[src/dmb_pkg.sv]
// Package with register map, field positions and types for the basic DMA channel.
package dmb_pkg;
    localparam logic [7:0] OFF_CON = 8'h00;
    localparam logic [7:0] OFF_ECON = 8'h04;
    localparam logic [7:0] OFF_INT = 8'h08;
    localparam logic [7:0] OFF_SSA = 8'h0c;
    localparam logic [7:0] OFF_DSA = 8'h10;
    localparam logic [7:0] OFF_SSIZ = 8'h14;
    localparam logic [7:0] OFF_DSIZ = 8'h18;
    localparam logic [7:0] OFF_SPTR = 8'h1c;
    localparam logic [7:0] OFF_DPTR = 8'h20;
    localparam logic [7:0] OFF_CSIZ = 8'h24;
    localparam logic [7:0] OFF_CPTR = 8'h28;
    localparam logic [7:0] OFF_IPC = 8'h2c;
    localparam int CON_EN = 7;
    localparam int CON_AUTO = 4;
    localparam int ECON_FORCE = 7;
    localparam int ECON_ABORT = 6;
    localparam int ECON_START_REQUEST_ENABLE = 4;
    localparam int ECON_ABORT_REQUEST_ENABLE = 3;
    localparam int ECON_SNUM_LO = 8;
    localparam int ECON_ANUM_LO = 16;
    localparam int INT_ERR = 0;
    localparam int INT_ABORT = 1;
    localparam int INT_BLOCK = 3;
    localparam int INT_DHALF = 4;
    localparam int INT_DDONE = 5;
    localparam int INT_SHALF = 6;
    localparam int INT_SDONE = 7;
    localparam logic [31:0] IPC_MASK = 32'h1f1f1f1f;
    localparam logic [31:0] INT_MASK = 32'h000000fb;
    localparam logic [8:0] FULL_SIZE = 9'h100;
    typedef struct packed {
        logic [2:0] prio;
        logic [1:0] sub;
    } dmb_prio_s;
    typedef struct packed {
        logic cyc;
        logic stb;
        logic we;
        logic [31:0] adr;
        logic [31:0] dat;
        logic [3:0] sel;
    } dmb_mreq_s;
endpackage

[src/dmb_channel.sv]
// Basic transfer mode DMA channel with Wishbone slave registers and Wishbone master port.
// Overview of operation
// RULE_01: Priority 000 disables, 001 to 111 levels.
// RULE_02: Subpriority 00 to 11 maps levels zero-three.
// RULE_03: Priority word packs four channel fields.
// RULE_04: Software writes zero to reserved priority bits.
// RULE_05: Transfer modes may be active together.
// RULE_06: Transaction reads source then writes destination.
// RULE_07: Each start event moves one cell.
// RULE_08: Block length is larger of both sizes.
// RULE_09: Start addresses are physical, sizes independent.
// RULE_10: Force bit starts a cell transfer.
// RULE_11: Matching start interrupt starts a cell.
// RULE_12: Channel stays enabled until block is moved.
// RULE_13: Disabled channel ignores starts until re-enabled.
// RULE_14: Half flags set at half the size.
// RULE_15: Done flags set when counters reach end.
// RULE_16: Abort bit or abort interrupt cancels request.
// RULE_17: Error, cell end or block end cancel request; block end cancels only with auto enable off.
// RULE_18: Any abort sets the transfer abort flag.
// RULE_19: Transaction in progress finishes before stopping.
// RULE_20: Start writes and abort reset read-only pointers.
// RULE_21: Address error and block completion flags reported.
// RULE_22: Cell size zero means 256 bytes.
// RULE_23: Pattern match acts like block completion; the code has no pattern match.
// RULE_24: Pointers and flags update after each transaction.
//
// Register access over Wishbone and the register addresses were left to the implementer.
module dmb_channel
    import dmb_pkg::*;
#(
    parameter int IRQ_W = 8
)
(
    input wire logic core_clk_in,
    input wire logic srst_in,
    input wire logic [7:0] wbs_adr_in,
    input wire logic [31:0] wbs_dat_in,
    input wire logic [3:0] wbs_sel_in,
    input wire logic wbs_we_in,
    input wire logic wbs_cyc_in,
    input wire logic wbs_stb_in,
    output logic [31:0] wbs_dat_out,
    output logic wbs_ack_out,
    input wire logic [IRQ_W-1:0] irq_num_in,
    input wire logic irq_valid_in,
    output logic wbm_cyc_out,
    output logic wbm_stb_out,
    output logic wbm_we_out,
    output logic [31:0] wbm_adr_out,
    output logic [31:0] wbm_dat_out,
    output logic [3:0] wbm_sel_out,
    input wire logic [31:0] wbm_dat_in,
    input wire logic wbm_ack_in,
    input wire logic wbm_err_in,
    output logic [3:0][2:0] irq_priority_out,
    output logic [3:0][1:0] irq_subpriority_out,
    output logic [3:0] irq_enabled_out
);

    typedef enum logic [1:0] {ST_IDLE, ST_READ, ST_WRITE} dmb_state_e;

    dmb_state_e state;
    logic [31:0] irq_prio_reg;
    logic channel_enable_bit;
    logic auto_enable_bit;
    logic [7:0] start_request_number;
    logic [7:0] abort_request_number;
    logic start_request_enable;
    logic abort_request_enable;
    logic [7:0] int_flags;
    logic [31:0] source_start_address;
    logic [31:0] destination_start_address;
    logic [7:0] source_size;
    logic [7:0] destination_size;
    logic [7:0] cell_size;
    logic [8:0] source_pointer;
    logic [8:0] destination_pointer;
    logic [8:0] cell_pointer;
    logic pending;
    logic abort_req;
    logic [7:0] irq_num_s1;
    logic [7:0] irq_num_s2;
    logic irq_valid_s1;
    logic irq_valid_s2;
    dmb_mreq_s mreq;
    logic wr_hit;
    logic rd_hit;
    logic [31:0] rd_mux;
    logic [31:0] wmask;
    logic [31:0] wvalue;
    logic [8:0] ssz;
    logic [8:0] dsz;
    logic [8:0] blk_len;
    logic [8:0] csz;
    logic [8:0] nsp;
    logic [8:0] ndp;
    logic [8:0] ncp;
    logic blk_done;
    logic cell_done;
    logic start_evt;
    logic abort_evt;
    logic sw_abort;
    logic force_wr;
    logic ssa_wr;
    logic dsa_wr;
    logic txn_end;
    logic bus_err;

    assign wr_hit = wbs_cyc_in && wbs_stb_in && wbs_we_in && !wbs_ack_out;
    assign rd_hit = wbs_cyc_in && wbs_stb_in && !wbs_we_in && !wbs_ack_out;
    assign wmask = {{8{wbs_sel_in[3]}}, {8{wbs_sel_in[2]}}, {8{wbs_sel_in[1]}},
                    {8{wbs_sel_in[0]}}};
    assign wvalue = wbs_dat_in & wmask;
    assign force_wr = wr_hit && wbs_adr_in == OFF_ECON && wvalue[ECON_FORCE];
    assign sw_abort = wr_hit && wbs_adr_in == OFF_ECON && wvalue[ECON_ABORT];
    assign ssa_wr = wr_hit && wbs_adr_in == OFF_SSA;
    assign dsa_wr = wr_hit && wbs_adr_in == OFF_DSA;

    // A size of zero stands for a full 256-byte region.
    assign ssz = (source_size == 8'h00) ? FULL_SIZE : {1'b0, source_size};
    assign dsz = (destination_size == 8'h00) ? FULL_SIZE : {1'b0, destination_size};
    assign csz = (cell_size == 8'h00) ? FULL_SIZE : {1'b0, cell_size}; // [RULE_22]
    assign blk_len = (ssz > dsz) ? ssz : dsz; // [RULE_08]

    // One byte per transaction keeps both pointers aligned for any pair of sizes.
    assign nsp = (source_pointer + 9'h001 >= ssz) ? 9'h000 : source_pointer + 9'h001;
    assign ndp = (destination_pointer + 9'h001 >= dsz) ? 9'h000
                 : destination_pointer + 9'h001;
    assign ncp = cell_pointer + 9'h001;
    assign txn_end = (state == ST_WRITE) && (wbm_ack_in || wbm_err_in);
    assign bus_err = (state != ST_IDLE) && wbm_err_in;
    // The larger side never wraps inside a block, so its pointer counts the whole block.
    assign blk_done = txn_end && !wbm_err_in
        && ((ssz >= dsz) ? source_pointer : destination_pointer) + 9'h001 == blk_len; // [RULE_12]
    assign cell_done = txn_end && !wbm_err_in && (ncp >= csz); // [RULE_07]

    assign start_evt = channel_enable_bit && (force_wr // [RULE_10]
        || (irq_valid_s2 && start_request_enable
            && irq_num_s2 == start_request_number)); // [RULE_11] [RULE_13]
    assign abort_evt = sw_abort || (irq_valid_s2 && abort_request_enable
        && irq_num_s2 == abort_request_number); // [RULE_16]

    always_ff @(posedge core_clk_in)
    begin
        irq_num_s1 <= 8'(irq_num_in);
        irq_num_s2 <= irq_num_s1;
        irq_valid_s1 <= irq_valid_in;
        irq_valid_s2 <= irq_valid_s1;
    end

    always_comb
    begin
        rd_mux = 32'h0000_0000;
        unique case (wbs_adr_in)
            OFF_CON: rd_mux = {24'h000000, channel_enable_bit, 2'b00, auto_enable_bit, 4'h0};
            OFF_ECON: rd_mux = {8'h00, abort_request_number, start_request_number,
                                3'b000, start_request_enable, abort_request_enable, 3'b000};
            OFF_INT: rd_mux = {24'h000000, int_flags};
            OFF_SSA: rd_mux = source_start_address;
            OFF_DSA: rd_mux = destination_start_address;
            OFF_SSIZ: rd_mux = {24'h000000, source_size};
            OFF_DSIZ: rd_mux = {24'h000000, destination_size};
            OFF_SPTR: rd_mux = {24'h000000, source_pointer[7:0]};
            OFF_DPTR: rd_mux = {24'h000000, destination_pointer[7:0]};
            OFF_CSIZ: rd_mux = {24'h000000, cell_size};
            OFF_CPTR: rd_mux = {24'h000000, cell_pointer[7:0]};
            OFF_IPC: rd_mux = irq_prio_reg & IPC_MASK; // [RULE_04]
            default: rd_mux = 32'h0000_0000;
        endcase
    end

    always_ff @(posedge core_clk_in)
    begin
        if (srst_in)
        begin
            wbs_ack_out <= 1'b0;
            wbs_dat_out <= 32'h0000_0000;
        end
        else
        begin
            wbs_ack_out <= wbs_cyc_in && wbs_stb_in && !wbs_ack_out;
            if (rd_hit)
                wbs_dat_out <= rd_mux;
        end
    end

    // Each channel's priority and subpriority fields share one word.
    always_ff @(posedge core_clk_in)
    begin
        if (srst_in)
            irq_prio_reg <= 32'h0000_0000;
        else if (wr_hit && wbs_adr_in == OFF_IPC)
            irq_prio_reg <= ((irq_prio_reg & ~wmask) | wvalue) & IPC_MASK; // [RULE_03]
    end

    always_ff @(posedge core_clk_in)
    begin
        if (srst_in)
        begin
            irq_priority_out <= '0;
            irq_subpriority_out <= '0;
            irq_enabled_out <= 4'h0;
        end
        else
        begin
            for (int i = 0; i < 4; i++)
            begin
                irq_priority_out[i] <= irq_prio_reg[8*i+2 +: 3]; // [RULE_01]
                irq_subpriority_out[i] <= irq_prio_reg[8*i +: 2]; // [RULE_02]
                irq_enabled_out[i] <= irq_prio_reg[8*i+2 +: 3] != 3'b000; // [RULE_01]
            end
        end
    end

    always_ff @(posedge core_clk_in)
    begin
        if (srst_in)
        begin
            start_request_number <= 8'h00;
            abort_request_number <= 8'h00;
            start_request_enable <= 1'b0;
            abort_request_enable <= 1'b0;
            auto_enable_bit <= 1'b0;
            source_start_address <= 32'h0000_0000;
            destination_start_address <= 32'h0000_0000;
            source_size <= 8'h00;
            destination_size <= 8'h00;
            cell_size <= 8'h00;
        end
        else if (wr_hit)
        begin
            unique case (wbs_adr_in)
                OFF_CON: auto_enable_bit <= wbs_sel_in[0] ? wbs_dat_in[CON_AUTO] : auto_enable_bit;
                OFF_ECON:
                begin
                    if (wbs_sel_in[0])
                    begin
                        start_request_enable <= wbs_dat_in[ECON_START_REQUEST_ENABLE];
                        abort_request_enable <= wbs_dat_in[ECON_ABORT_REQUEST_ENABLE];
                    end
                    if (wbs_sel_in[1])
                        start_request_number <= wbs_dat_in[ECON_SNUM_LO +: 8];
                    if (wbs_sel_in[2])
                        abort_request_number <= wbs_dat_in[ECON_ANUM_LO +: 8];
                end
                OFF_SSA: source_start_address <= (source_start_address & ~wmask) | wvalue; // [RULE_09]
                OFF_DSA: destination_start_address <= (destination_start_address & ~wmask) | wvalue;
                OFF_SSIZ: source_size <= wbs_sel_in[0] ? wbs_dat_in[7:0] : source_size;
                OFF_DSIZ: destination_size <= wbs_sel_in[0] ? wbs_dat_in[7:0] : destination_size;
                OFF_CSIZ: cell_size <= wbs_sel_in[0] ? wbs_dat_in[7:0] : cell_size;
                default: ;
            endcase
        end
    end

    // Channel enable: set by software, cleared by block end when auto enable is off, or by address error.
    always_ff @(posedge core_clk_in)
    begin
        if (srst_in)
            channel_enable_bit <= 1'b0;
        else if (blk_done && !auto_enable_bit)
            channel_enable_bit <= 1'b0; // [RULE_12]
        else if (bus_err)
            channel_enable_bit <= 1'b0;
        else if (wr_hit && wbs_adr_in == OFF_CON && wbs_sel_in[0])
            channel_enable_bit <= wbs_dat_in[CON_EN]; // [RULE_13]
    end

    // Pending request; cancel sources are checked ahead of a new start.
    always_ff @(posedge core_clk_in)
    begin
        if (srst_in)
        begin
            pending <= 1'b0;
            abort_req <= 1'b0;
        end
        else
        begin
            if (abort_evt || bus_err || cell_done || (blk_done && !auto_enable_bit))
                pending <= 1'b0; // [RULE_16] [RULE_17]
            else if (start_evt)
                pending <= 1'b1;
            // A transaction already on the bus runs to its end before the stop.
            if (abort_evt && state != ST_IDLE)
                abort_req <= 1'b1; // [RULE_19]
            else if (state == ST_IDLE || txn_end)
                abort_req <= 1'b0;
        end
    end

    // Pointer moves after each transaction; flags set at the same edge, set wins.
    always_ff @(posedge core_clk_in)
    begin
        if (srst_in)
        begin
            source_pointer <= 9'h000;
            destination_pointer <= 9'h000;
            cell_pointer <= 9'h000;
            int_flags <= 8'h00;
        end
        else
        begin
            if (wr_hit && wbs_adr_in == OFF_INT)
                int_flags <= int_flags & ~(wvalue[7:0] & INT_MASK[7:0]);
            if (txn_end && !wbm_err_in)
            begin
                source_pointer <= nsp; // [RULE_24]
                destination_pointer <= ndp; // [RULE_24]
                cell_pointer <= cell_done ? 9'h000 : ncp;
                if (source_pointer + 9'h001 == (ssz >> 1))
                    int_flags[INT_SHALF] <= 1'b1; // [RULE_14]
                if (destination_pointer + 9'h001 == (dsz >> 1))
                    int_flags[INT_DHALF] <= 1'b1; // [RULE_14]
                if (source_pointer + 9'h001 == ssz)
                    int_flags[INT_SDONE] <= 1'b1; // [RULE_15]
                if (destination_pointer + 9'h001 == dsz)
                    int_flags[INT_DDONE] <= 1'b1; // [RULE_15]
                if (blk_done)
                    int_flags[INT_BLOCK] <= 1'b1; // [RULE_21]
            end
            if (bus_err)
                int_flags[INT_ERR] <= 1'b1; // [RULE_21]
            if (abort_evt)
                int_flags[INT_ABORT] <= 1'b1; // [RULE_18]
            if (blk_done || (abort_evt && state == ST_IDLE) || (txn_end && abort_req)
                || ssa_wr || dsa_wr)
            begin
                cell_pointer <= 9'h000;
            end
            if (blk_done || (abort_evt && state == ST_IDLE) || (txn_end && abort_req) || ssa_wr)
                source_pointer <= 9'h000; // [RULE_20]
            if (blk_done || (abort_evt && state == ST_IDLE) || (txn_end && abort_req) || dsa_wr)
                destination_pointer <= 9'h000; // [RULE_20]
        end
    end

    // Bus master: read the source byte then write it to the destination.
    always_ff @(posedge core_clk_in)
    begin
        if (srst_in)
        begin
            state <= ST_IDLE;
            mreq <= '0;
        end
        else
        begin
            unique case (state)
                ST_IDLE:
                    if (pending && channel_enable_bit && !abort_evt)
                    begin
                        state <= ST_READ; // [RULE_06]
                        mreq <= '{cyc: 1'b1, stb: 1'b1, we: 1'b0,
                                  adr: source_start_address + 32'(source_pointer),
                                  dat: 32'h0, sel: 4'h1};
                    end
                ST_READ:
                    if (wbm_err_in)
                    begin
                        state <= ST_IDLE;
                        mreq <= '0;
                    end
                    else if (wbm_ack_in)
                    begin
                        state <= ST_WRITE;
                        mreq <= '{cyc: 1'b1, stb: 1'b1, we: 1'b1,
                                  adr: destination_start_address + 32'(destination_pointer),
                                  dat: {24'h0, wbm_dat_in[7:0]}, sel: 4'h1};
                    end
                ST_WRITE:
                    if (wbm_ack_in || wbm_err_in)
                    begin
                        state <= ST_IDLE;
                        mreq <= '0;
                    end
                default: state <= ST_IDLE;
            endcase
        end
    end

    // Modes are independent enables on the same datapath, never exclusive.
    assign wbm_cyc_out = mreq.cyc; // [RULE_05]
    assign wbm_stb_out = mreq.stb;
    assign wbm_we_out = mreq.we;
    assign wbm_adr_out = mreq.adr;
    assign wbm_dat_out = mreq.dat;
    assign wbm_sel_out = mreq.sel;

endmodule

[config.mk]
export PLATFORM = sky130hd
export DESIGN_NAME = dmb_channel
export DESIGN_NICKNAME = d
export VERILOG_FILES = /design/src/dmb_pkg.sv /design/src/dmb_channel.sv
export SDC_FILE = /design/constraint.sdc
export NUM_CORES = 1
export LEC_CHECK = 0
export ABC_AREA = 1
export BUFFER_PORTS_ARGS = -buffer_cell sky130_fd_sc_hd__clkbuf_2
export CAP_MARGIN = 10
export CORE_ASPECT_RATIO = 1.5
export CORE_MARGIN = 2
export CORE_UTILIZATION = 50
export CTS_CLUSTER_SIZE = 14
export DETAILED_ROUTE_END_ITERATION = 7
export PLACE_DENSITY = 0.71
export SYNTH_ARGS = -nofsm -noshare
export SYNTH_HDL_FRONTEND = slang
export SYNTH_SLANG_ARGS = --single-unit
[constraint.sdc]
create_clock -name core_clk_in -period 3.83 [get_ports core_clk_in]
set_input_delay 0.766 -clock core_clk_in [delete_from_list [all_inputs] [get_ports core_clk_in]]
set_output_delay 0.766 -clock core_clk_in [all_outputs]
set_load 0.01 [all_outputs]
==> out/qor.csv, run 1 <==
metric;value;unit
gp_congestion;0.977;
drive_gt1_frac;0.138;
fp.dieArea;31600;sq um
cp.arrival;3.98;ns
critPathKind;reg2reg;
via_per_inst;5.75;
grt_max_degree;69;
p_seq_frac;0.486;
clkPwrFrac;0.476;
setup_viol;0;
max_cap_viol_count;0;
ys_ff_latch;283;
comb_power_share;0.038;
port_buffers;168;
fin_cells;2700;
required;4.31;ns
grt_pass1_vias;15000;
cts-hold-fix-buffers;0;
start_util;0.509;
fmax;0.285;GHz
boundaryPins;220;
postLayoutCellArea;17400;sq um
layout.nets;2440;
vias;15500;
switching_power;1.39;mW
fin_util;0.589;
syn-cell-area;15100;sq um
status;finished clean;
grt.total_usage;0.320;
intPower;4.71;mW
wirelength;52.8;mm
fp.dieW;146;um
finalPower;6.10;mW
relSlewSlack;0.229;
drtIter0Drc;1046;
cts.clk_slew.worst_paths;0.07;ns
syn_inst;2119;
critPathMostFrequentCell;nand2_1;
async_reset_ff_frac;0;
skew;0.0361;ns
synth_edf_count;0;
die_h;217;um
period_share;0.915;
grt_pass1_wl;79.6;mm
crit_path_end_kind;flip-flop;
power_density;350;nW/um^2
startpoint_type;flip-flop;
root_buffer;clkbuf_16;
fin_crit;3.51;ns
cts.path.max_buffers;3;
ir_drop;0.000354;V
hold_viol;0;
dpl_cell_area;16400;sq um
cts.sinks;283;
cts_made_buffers;28;
cts_tree;built;
switching_share;0.228;
yosysWarnings;0;
rsz0062_at_grt;false;
leakage;7.15;nW
cts_max_level;1;
dp_hpwl;40.7;mm
dp_cells;2648;
wl_per_cell;19.6;um
seq_area_frac_synth;0.376;
cpMaxStageDelayCell;dfxtp_1;
area_delta_synth_final;15.6;%
path_cells;nor4_2 > nand3_1 > ha_4 > nand2_1 > nor3_4 > nand3_4 > nand3_2 > nand2_2 > o21ai_0 > nand3_1 > nand2_1 > nand2_1 > nor2_1 > nand2_1 > nor2_2 > nand3_4 > nand4_2 > nor2_1;
tightest_slew;1.15;ns
worstPathMaxFanout;11;
core;29600;sq um
worstHoldPathType;in2reg;
final.setup.tns;0;ns
ys_dominant_reg_cell;dfxtp_1;
num_antenna_cells;0;
post-route-drc-count;0;
grt_overflow;0;
finalMaxSlewViolations;0;
antenna_found_initial;0;
clk-insertion-delay-late;0.59;ns
drt_first_pass_iters;5;
synthDistinctLibCells;51;
synth_area_per_cell;7.11;sq um
cp_slowest_stage_delay;0.39;ns
detail-route-antenna-nets;0;
rows;77;
==> critical path: cells and delay by family (launching register included) <==
family / cells / cell delay, ns
flip-flops: 1 / 0.39
AND/OR/NAND/NOR: 16 / 2.27
adder cells (fa/ha/maj): 1 / 0.33
AO/OA/AOI/OAI: 1 / 0.39
==> through the flow <==
step / worst slack (ns) / hold WS (ns)
floorplan: 0.533 / 0.310
global placement: 0.269 / 0.314
detailed placement: 0.272 / 0.312
CTS: 0.190 / 0.271
global route: 0.00287 / 0.271
finish: 0.325 / 0.282
==> final cells by class <==
| class | count | area [sq um] |
|---|---|---|
| clock inverter | 9 | 156 |
| fill | 2920 | 12200 |
| tap | 395 | 494 |
| clock buffer | 40 | 816 |
| timing repair buffer | 224 | 1270 |
| inverter | 277 | 1040 |
| sequential | 283 | 5670 |
| multi-input combinational | 1472 | 7970 |
==> synthesized netlist by cell type (18+ instances only) <==
library cell | number | area [sq um]
nand2_1 | 313 | 1170
a31oi_1 | 25 | 156
nor3_1 | 29 | 145
nor2_1 | 165 | 619
xor2_1 | 35 | 307
a21oi_1 | 243 | 1220
nand4_1 | 41 | 257
o21ai_0 | 255 | 1280
buf_4 | 30 | 225
o22ai_1 | 47 | 294
dfxtp_1 | 283 | 5670
ha_1 | 60 | 751
nand3_1 | 90 | 450
clkbuf_1 | 75 | 282
inv_1 | 274 | 1030
a221oi_1 | 18 | 158
==> what timing repair did <==
action,4_1_cts,5_1_grt
gates resized for setup,0,7
setup endpoints to repair,0,30
setup buffers,0,1
==> final timing paths <==
kind / slack, ns / from / endpoint / depth (start not counted)
max reg2reg: 0.32 / destination_size[4] / cell_pointer[6] / 18
min: 0.28 / irq_num_in[2] / irq_num_s1[2] / 1
max: 0.32 / destination_size[4] / cell_pointer[6] / 18
min reg2reg: 0.33 / irq_num_s1[2] / irq_num_s2[2] / 0
==> cells in the final DEF (no fill, tap or decap), types with 15 or more instances in the layout <==
cell,instances
a21oi_1,243
a221oi_1,18
a22oi_1,15
a31oi_1,25
buf_4,55
clkbuf_16,28
clkbuf_2,167
conb_1,27
dfxtp_1,283
ha_1,59
inv_1,274
nand2_1,313
nand3_1,88
nand4_1,41
nor2_1,161
nor2_2,18
nor3_1,29
o21ai_0,255
o22ai_1,47
xor2_1,35
==> power groups by stage <==
stage	registers, mW	logic (mW)	clock network, mW
after floorplan	3.03	0.138	0
final	2.97	0.229	2.90
after detailed placement	3.03	0.222	0
after global routing	2.97	0.249	3.03
after global placement	3.03	0.219	0
after CTS	2.97	0.223	2.93
==> logic make-up (layout without fill, tap and decap cells) <==
kind of cell / count (synthesis) / in the layout / synth area share
adder cells (fa/ha/maj): 62 / 62 / 0.0525
AND/OR/NAND/NOR: 685 / 687 / 0.202
other: 1 / 27 / 0.000249
AO/OA/AOI/OAI: 654 / 654 / 0.239
flip-flops: 283 / 283 / 0.376
XOR/XNOR: 42 / 42 / 0.0244
buffers and inverters: 392 / 550 / 0.107
==> metal layers <==
metal / global-route usage / up-vias / routed length, um
li1: - / 7464 / -
met3: 0.0354 / 236 / 2910
met5: 0 / - / 0
met4: 0.222 / 0 / 4270
met2: 0.607 / 667 / 27200
met1: 0.324 / 7162 / 18500
Note: power is estimated with default switching activity, not from simulation.
==> run 2: changes to the inputs <==
PLACE_DENSITY = 0.78   (was 0.71)
SETUP_SLACK_MARGIN = 0.1   (was not set)
SLEW_MARGIN = 20   (was not set)
==> out/qor.csv, run 2 (synthesis results as in run 1) <==
metric;value;unit;change
grt.total_usage;0.319;;-0.000740
fin_crit;3.55;ns;+0.0489 ns
cpMaxStageDelayCell;dfxtp_1;;
ir_drop;0.000385;V;+8.7%
rows;77;;unchanged
crit_path_end_kind;flip-flop;;
gp_congestion;1.01;;+3.8%
mostFrequentLayoutCells;nand2_1 (313), dfxtp_1 (283), inv_1 (274);;
final.fill_count;2801;;-4.1%
path_cells;nor4_2 > nand3_1 > ha_4 > nand2_1 > nor3_4 > nand3_4 > nand4_1 > nand2_1 > ha_2 > inv_1 > nand3_1 > nand3_1 > nor2_1 > nand2_1 > nor2_1 > nand2_1 > nor2_2 > nand3_4 > nand4_2 > nor2_1;;
grt_max_degree;69;;unchanged
cts.path.max_buffers;3;;unchanged
start_util;0.509;;unchanged
skew;0.0162;ns;-0.0199 ns
layout.nets;2435;;-0.20%
drtIter0Drc;1379;;+32%
worstPathMaxFanout;7;;-4
finalMaxSlewViolations;0;;unchanged
num_antenna_cells;0;;unchanged
cts_made_buffers;27;;-3.6%
boundaryPins;220;;unchanged
wl_per_cell;19.4;um;-0.93%
port_buffers;168;;unchanged
tightest_slew;0.874;ns;-0.279 ns
relSlewSlack;0.415;;+0.187
hold_viol;0;;unchanged
post-place-ws;0.181;ns;-0.0910 ns
wirelength;52.2;mm;-1.1%
drt_first_pass_iters;8;;+3
setup_viol;0;;unchanged
rsz0062_at_grt;false;;
critPathMostFrequentCell;nand2_1;;
via_per_inst;5.82;;+1.2%
clk-insertion-delay-late;0.57;ns;-0.02 ns
grt_util_met3;0.0417;;+0.00632
final_common_cell;nand2_1;;
die_h;217;um;unchanged
busiest_layer;met2;;
final.setup.tns;0;ns;unchanged
fp.dieW;146;um;unchanged
area_delta_synth_final;14.9;%;
vias;15700;;+1.0%
cts.clk_slew.worst_paths;0.07;ns;about the same
period_share;0.928;;+0.0128
drive_gt1_frac;0.138;;-0.000509
fmax;0.281;GHz;-1.4%
grt_pass1_wl;80.1;mm;+0.69%
antenna_found_initial;0;;unchanged
max_cap_viol_count;0;;unchanged
post-route-drc-count;0;;unchanged
cts-hold-fix-buffers;0;;unchanged
dp_hpwl;40.0;mm;-1.8%
fin_ws;0.276;ns;-0.0489 ns
cp_slowest_stage_delay;0.38;ns;about the same
detail-route-antenna-nets;0;;unchanged
cts_tree;built;;
fp.dieArea;31600;sq um;unchanged
fin_cells;2694;;-0.22%
grt_util_met2;0.595;;-0.0119
dp_cells;2643;;-0.19%
cts_max_level;1;;unchanged
core;29600;sq um;unchanged
required;4.29;ns;-0.02 ns
grt_pass1_vias;15400;;+2.2%
status;finished clean;;
cp.arrival;4.02;ns;+0.04 ns
cts.sinks;283;;unchanged
grt_overflow;0;;unchanged
startpoint_type;flip-flop;;
power_density;342;nW/um^2;-2.4%
worstHoldPathType;in2reg;;
crit_family;simple AND/OR/NAND/NOR gates;;
leakage;7.09;nW;-0.71%
grtUsageMet1;0.322;;-0.00205
critPathKind;reg2reg;;
worst-path-buf-inv;1;;+1
root_buffer;clkbuf_16;;
run 2: area by class of cell:
cell class	instances	area (sq um)	area share
clock inverters	10	98.8	0.00571
clock buffers	37	793	0.0458
flip-flops and latches	283	5670	0.327
well taps	395	494	0.0285
multi-input cells	1472	7980	0.461
repair buffers	220	1250	0.0720
inverters	277	1040	0.0601
run 2: metrics by stage:
step	power [mW]	util	hold slack [ns]	area (sq um)
floorplan	3.17	-	0.310	15200
global placement	3.25	0.552	0.314	16300
detailed placement	3.25	0.552	0.314	16300
CTS	5.92	0.582	0.287	17200
global route	6.04	0.585	0.282	17300
finish	5.92	0.585	0.294	17300
run 2: layer usage:
metal,wire length (um),share of wire
met4,4380,0.084
met1,18200,0.35
met3,3110,0.059
met5,0,0
met2,26600,0.51
run 2: repair_timing:
action                                 4_1_cts  5_1_grt
endpoints found under the hold margin        0        0
setup buffers                                0        2
gates resized for setup                      0        9
setup endpoints to repair                    0       30
run 2: worst paths after layout:
kind                            start                     end  slack, ns  cells past startpoint
setup / recovery  destination_size[4]  destination_pointer[6]       0.28                     20
hold / removal          irq_num_in[3]           irq_num_s1[3]       0.29                      1
setup reg to reg  destination_size[4]  destination_pointer[6]       0.28                     20
hold reg to reg         irq_num_s1[1]           irq_num_s2[1]       0.32                      0
run 2: where the power goes:
| group | internal (mW) | total, mW | switching, mW |
|---|---|---|---|
| registers | 2.96 | 2.97 | 0.00884 |
| logic | 0.0644 | 0.229 | 0.165 |
| clock network | 1.52 | 2.72 | 1.20 |
| total | 4.54 | 5.92 | 1.38 |
==> run 3: changes to the inputs <==
CORE_MARGIN = 5   (was 2)
SKIP_LAST_GASP = 1   (was not set)
==> out/qor.csv, run 3 (synthesis results as in run 1) <==
metric;value;unit;change
wl_per_cell;19.4;um;+0.30%
final.fill_count;2934;;+4.7%
grt_util_met2;0.544;;-0.0516
detail-route-antenna-nets;0;;unchanged
final.setup.tns;0;ns;unchanged
fmax;0.282;GHz;about the same
rsz0062_at_grt;false;;
dp_hpwl;40.2;mm;+0.48%
fin_cells;2705;;+0.41%
cp_slowest_stage_delay;0.37;ns;about the same
cts_tree;built;;
grt_pass1_wl;80.6;mm;+0.58%
root_buffer;clkbuf_16;;
cts.path.max_buffers;3;;unchanged
layout.nets;2441;;+0.25%
vias;15800;;+0.89%
status;complete, but fails checks;;
finalMaxSlewViolations;0;;unchanged
cts-hold-fix-buffers;0;;unchanged
grtUsageMet1;0.307;;-0.0154
hold_viol;0;;unchanged
switching_power;1.39;mW;+1.2%
clk-insertion-delay-late;0.60;ns;+0.03 ns
area_delta_synth_final;15.8;%;
crit_family;simple AND/OR/NAND/NOR gates;;
ff2ff_setup_slack;0.28;ns;about the same
fp.dieW;152;um;+4.1%
skew;0.0480;ns;+0.0319 ns
critPathKind;reg2reg;;
rows;78;;+1.3%
num_antenna_cells;0;;unchanged
grt_overflow;0;;unchanged
drt_first_pass_iters;8;;unchanged
fin_crit;3.55;ns;-0.00232 ns
comb_power_share;0.038;;about the same
startpoint_type;flip-flop;;
antenna_found_initial;0;;unchanged
via_per_inst;5.85;;+0.48%
path_cells;buf_4 > inv_1 > ha_1 > nand2_1 > a21oi_1 > nand2_1 > nand2_1 > nand2_1 > nand4_4 > nand2_1 > nand2_1 > ha_2 > inv_1 > nand3_1 > nand3_1 > nor2_1 > nand2_1 > nor2_1 > nand2_1 > nor2_2 > nand3_4 > nor2_1 > nor3_1;;
setup_viol;0;;unchanged
post-route-drc-count;2;;+2
gp_congestion;1.02;;+0.70%
intPower;4.64;mW;+2.1%
switching_share;0.231;;-0.00158
cp.arrival;4.03;ns;about the same
grt_max_degree;64;;-7.2%
clkPwrFrac;0.470;;+0.010
leakage;7.17;nW;+1.0%
worst-path-buf-inv;3;;+2
worstHoldPathType;in2reg;;
cts.clk_slew.worst_paths;0.06;ns;about the same
dp_cells;2654;;+0.42%
final_common_cell;nand2_1;;
crit_path_end_kind;flip-flop;;
required;4.31;ns;+0.02 ns
multi_input_comb_area;8000;sq um;+0.28%
busiest_layer;met2;;
ir_drop;0.000426;V;+11%
fin_util;0.581;;-0.00480
tightest_slew;0.984;ns;+0.110 ns
worstPathMaxFanout;6;;-1
critPathMostFrequentCell;nand2_1;;
power_density;346;nW/um^2;+1.1%
relSlewSlack;0.342;;-0.0735
core;30100;sq um;+1.6%
cpMaxStageDelayCell;dfxtp_1;;
fp.dieArea;33800;sq um;+7.0%
cts_max_level;1;;unchanged
seq_area;5670;sq um;about the same
cts_made_buffers;28;;+3.7%
wirelength;52.6;mm;+0.70%
drtIter0Drc;1235;;-10%
cts.sinks;283;;unchanged
mostFrequentLayoutCells;nand2_1 (312), dfxtp_1 (282), inv_1 (272);;
grt.total_usage;0.303;;-0.0165
boundaryPins;220;;unchanged
max_cap_viol_count;0;;unchanged
start_util;0.501;;-0.00816
p_seq_frac;0.492;;-0.009
violations;DRC;;
grt_util_met3;0.0416;;-0.0000601
die_h;223;um;+2.8%
period_share;0.927;;about the same
port_buffers;168;;unchanged
grt_pass1_vias;15500;;+0.68%
drive_gt1_frac;0.143;;+0.00528
-- run 3: cell types whose count changed in the layout (fill, tap and decap cells not counted), sizes merged --
cell      delta
nand3        +1
bufinv       +1
clkinvlp     +1
clkinv       -1
nand4        -2
buf          +6
-- run 3: path summary, 6_finish.rpt --
| check | endpoint | cells past startpoint | start |
|---|---|---|---|
| setup / recovery | channel_enable_bit | 23 | destination_size[3] |
| hold / removal | irq_num_s1[1] | 1 | irq_num_in[1] |
| setup reg to reg | channel_enable_bit | 23 | destination_size[3] |
| hold reg to reg | irq_num_s2[5] | 0 | irq_num_s1[5] |
-- run 3: repair_timing --
action                     in CTS  in global routing
resized for setup               0                 18
buffers inserted                0                  2
setup endpoints to repair       0                 30
-- run 3: per-stage QoR --
stage                     power (mW)  hold WS (ns)  setup WS, ns  cell area, sq um
after detailed placement        3.26         0.313         0.244             16400
final                           6.03         0.279         0.278             17500
after global routing            6.20         0.270        0.0795             17500
after global placement          3.25         0.314         0.250             16400
after floorplan                 3.17         0.310         0.533             15200
after CTS                       6.04         0.260         0.182             17300
-- run 3: power groups by stage --
stage,clock network [mW],registers (mW),logic (mW)
global route,2.98,2.97,0.249
global placement,0,3.03,0.219
floorplan,0,3.03,0.138
finish,2.83,2.97,0.230
detailed placement,0,3.03,0.223
CTS,2.85,2.97,0.224
-- run 3: layout make-up --
| cell class | instances | area share |
|---|---|---|
| inverter | 277 | 0.0596 |
| clock inverter | 11 | 0.00810 |
| tap | 400 | 0.0287 |
| clock buffer | 37 | 0.0461 |
| timing repair buffer | 226 | 0.0746 |
| sequential | 283 | 0.325 |
| multi-input combinational | 1471 | 0.458 |
-- run 3: metal layers --
| metal | share of wire | vias to the layer above |
|---|---|---|
| met2 | 0.51 | 770 |
| met5 | 0 | - |
| met3 | 0.061 | 271 |
| li1 | - | 7470 |
| met4 | 0.092 | 0 |
| met1 | 0.34 | 7316 |
-- run 3: worst reg2reg max path: stages (launching register included) --
cell and delay (ns):
dfxtp_1 0.37, buf_4 0.17, inv_1 0.13, ha_1 0.33, nand2_1 0.14, a21oi_1 0.06
nand2_1 0.07, nand2_1 0.10, nand2_1 0.16, nand4_4 0.14, nand2_1 0.09, nand2_1 0.10
ha_2 0.35, inv_1 0.04, nand3_1 0.07, nand3_1 0.08, nor2_1 0.11, nand2_1 0.06
nor2_1 0.10, nand2_1 0.07, nor2_2 0.16, nand3_4 0.24, nor2_1 0.25, nor3_1 0.06
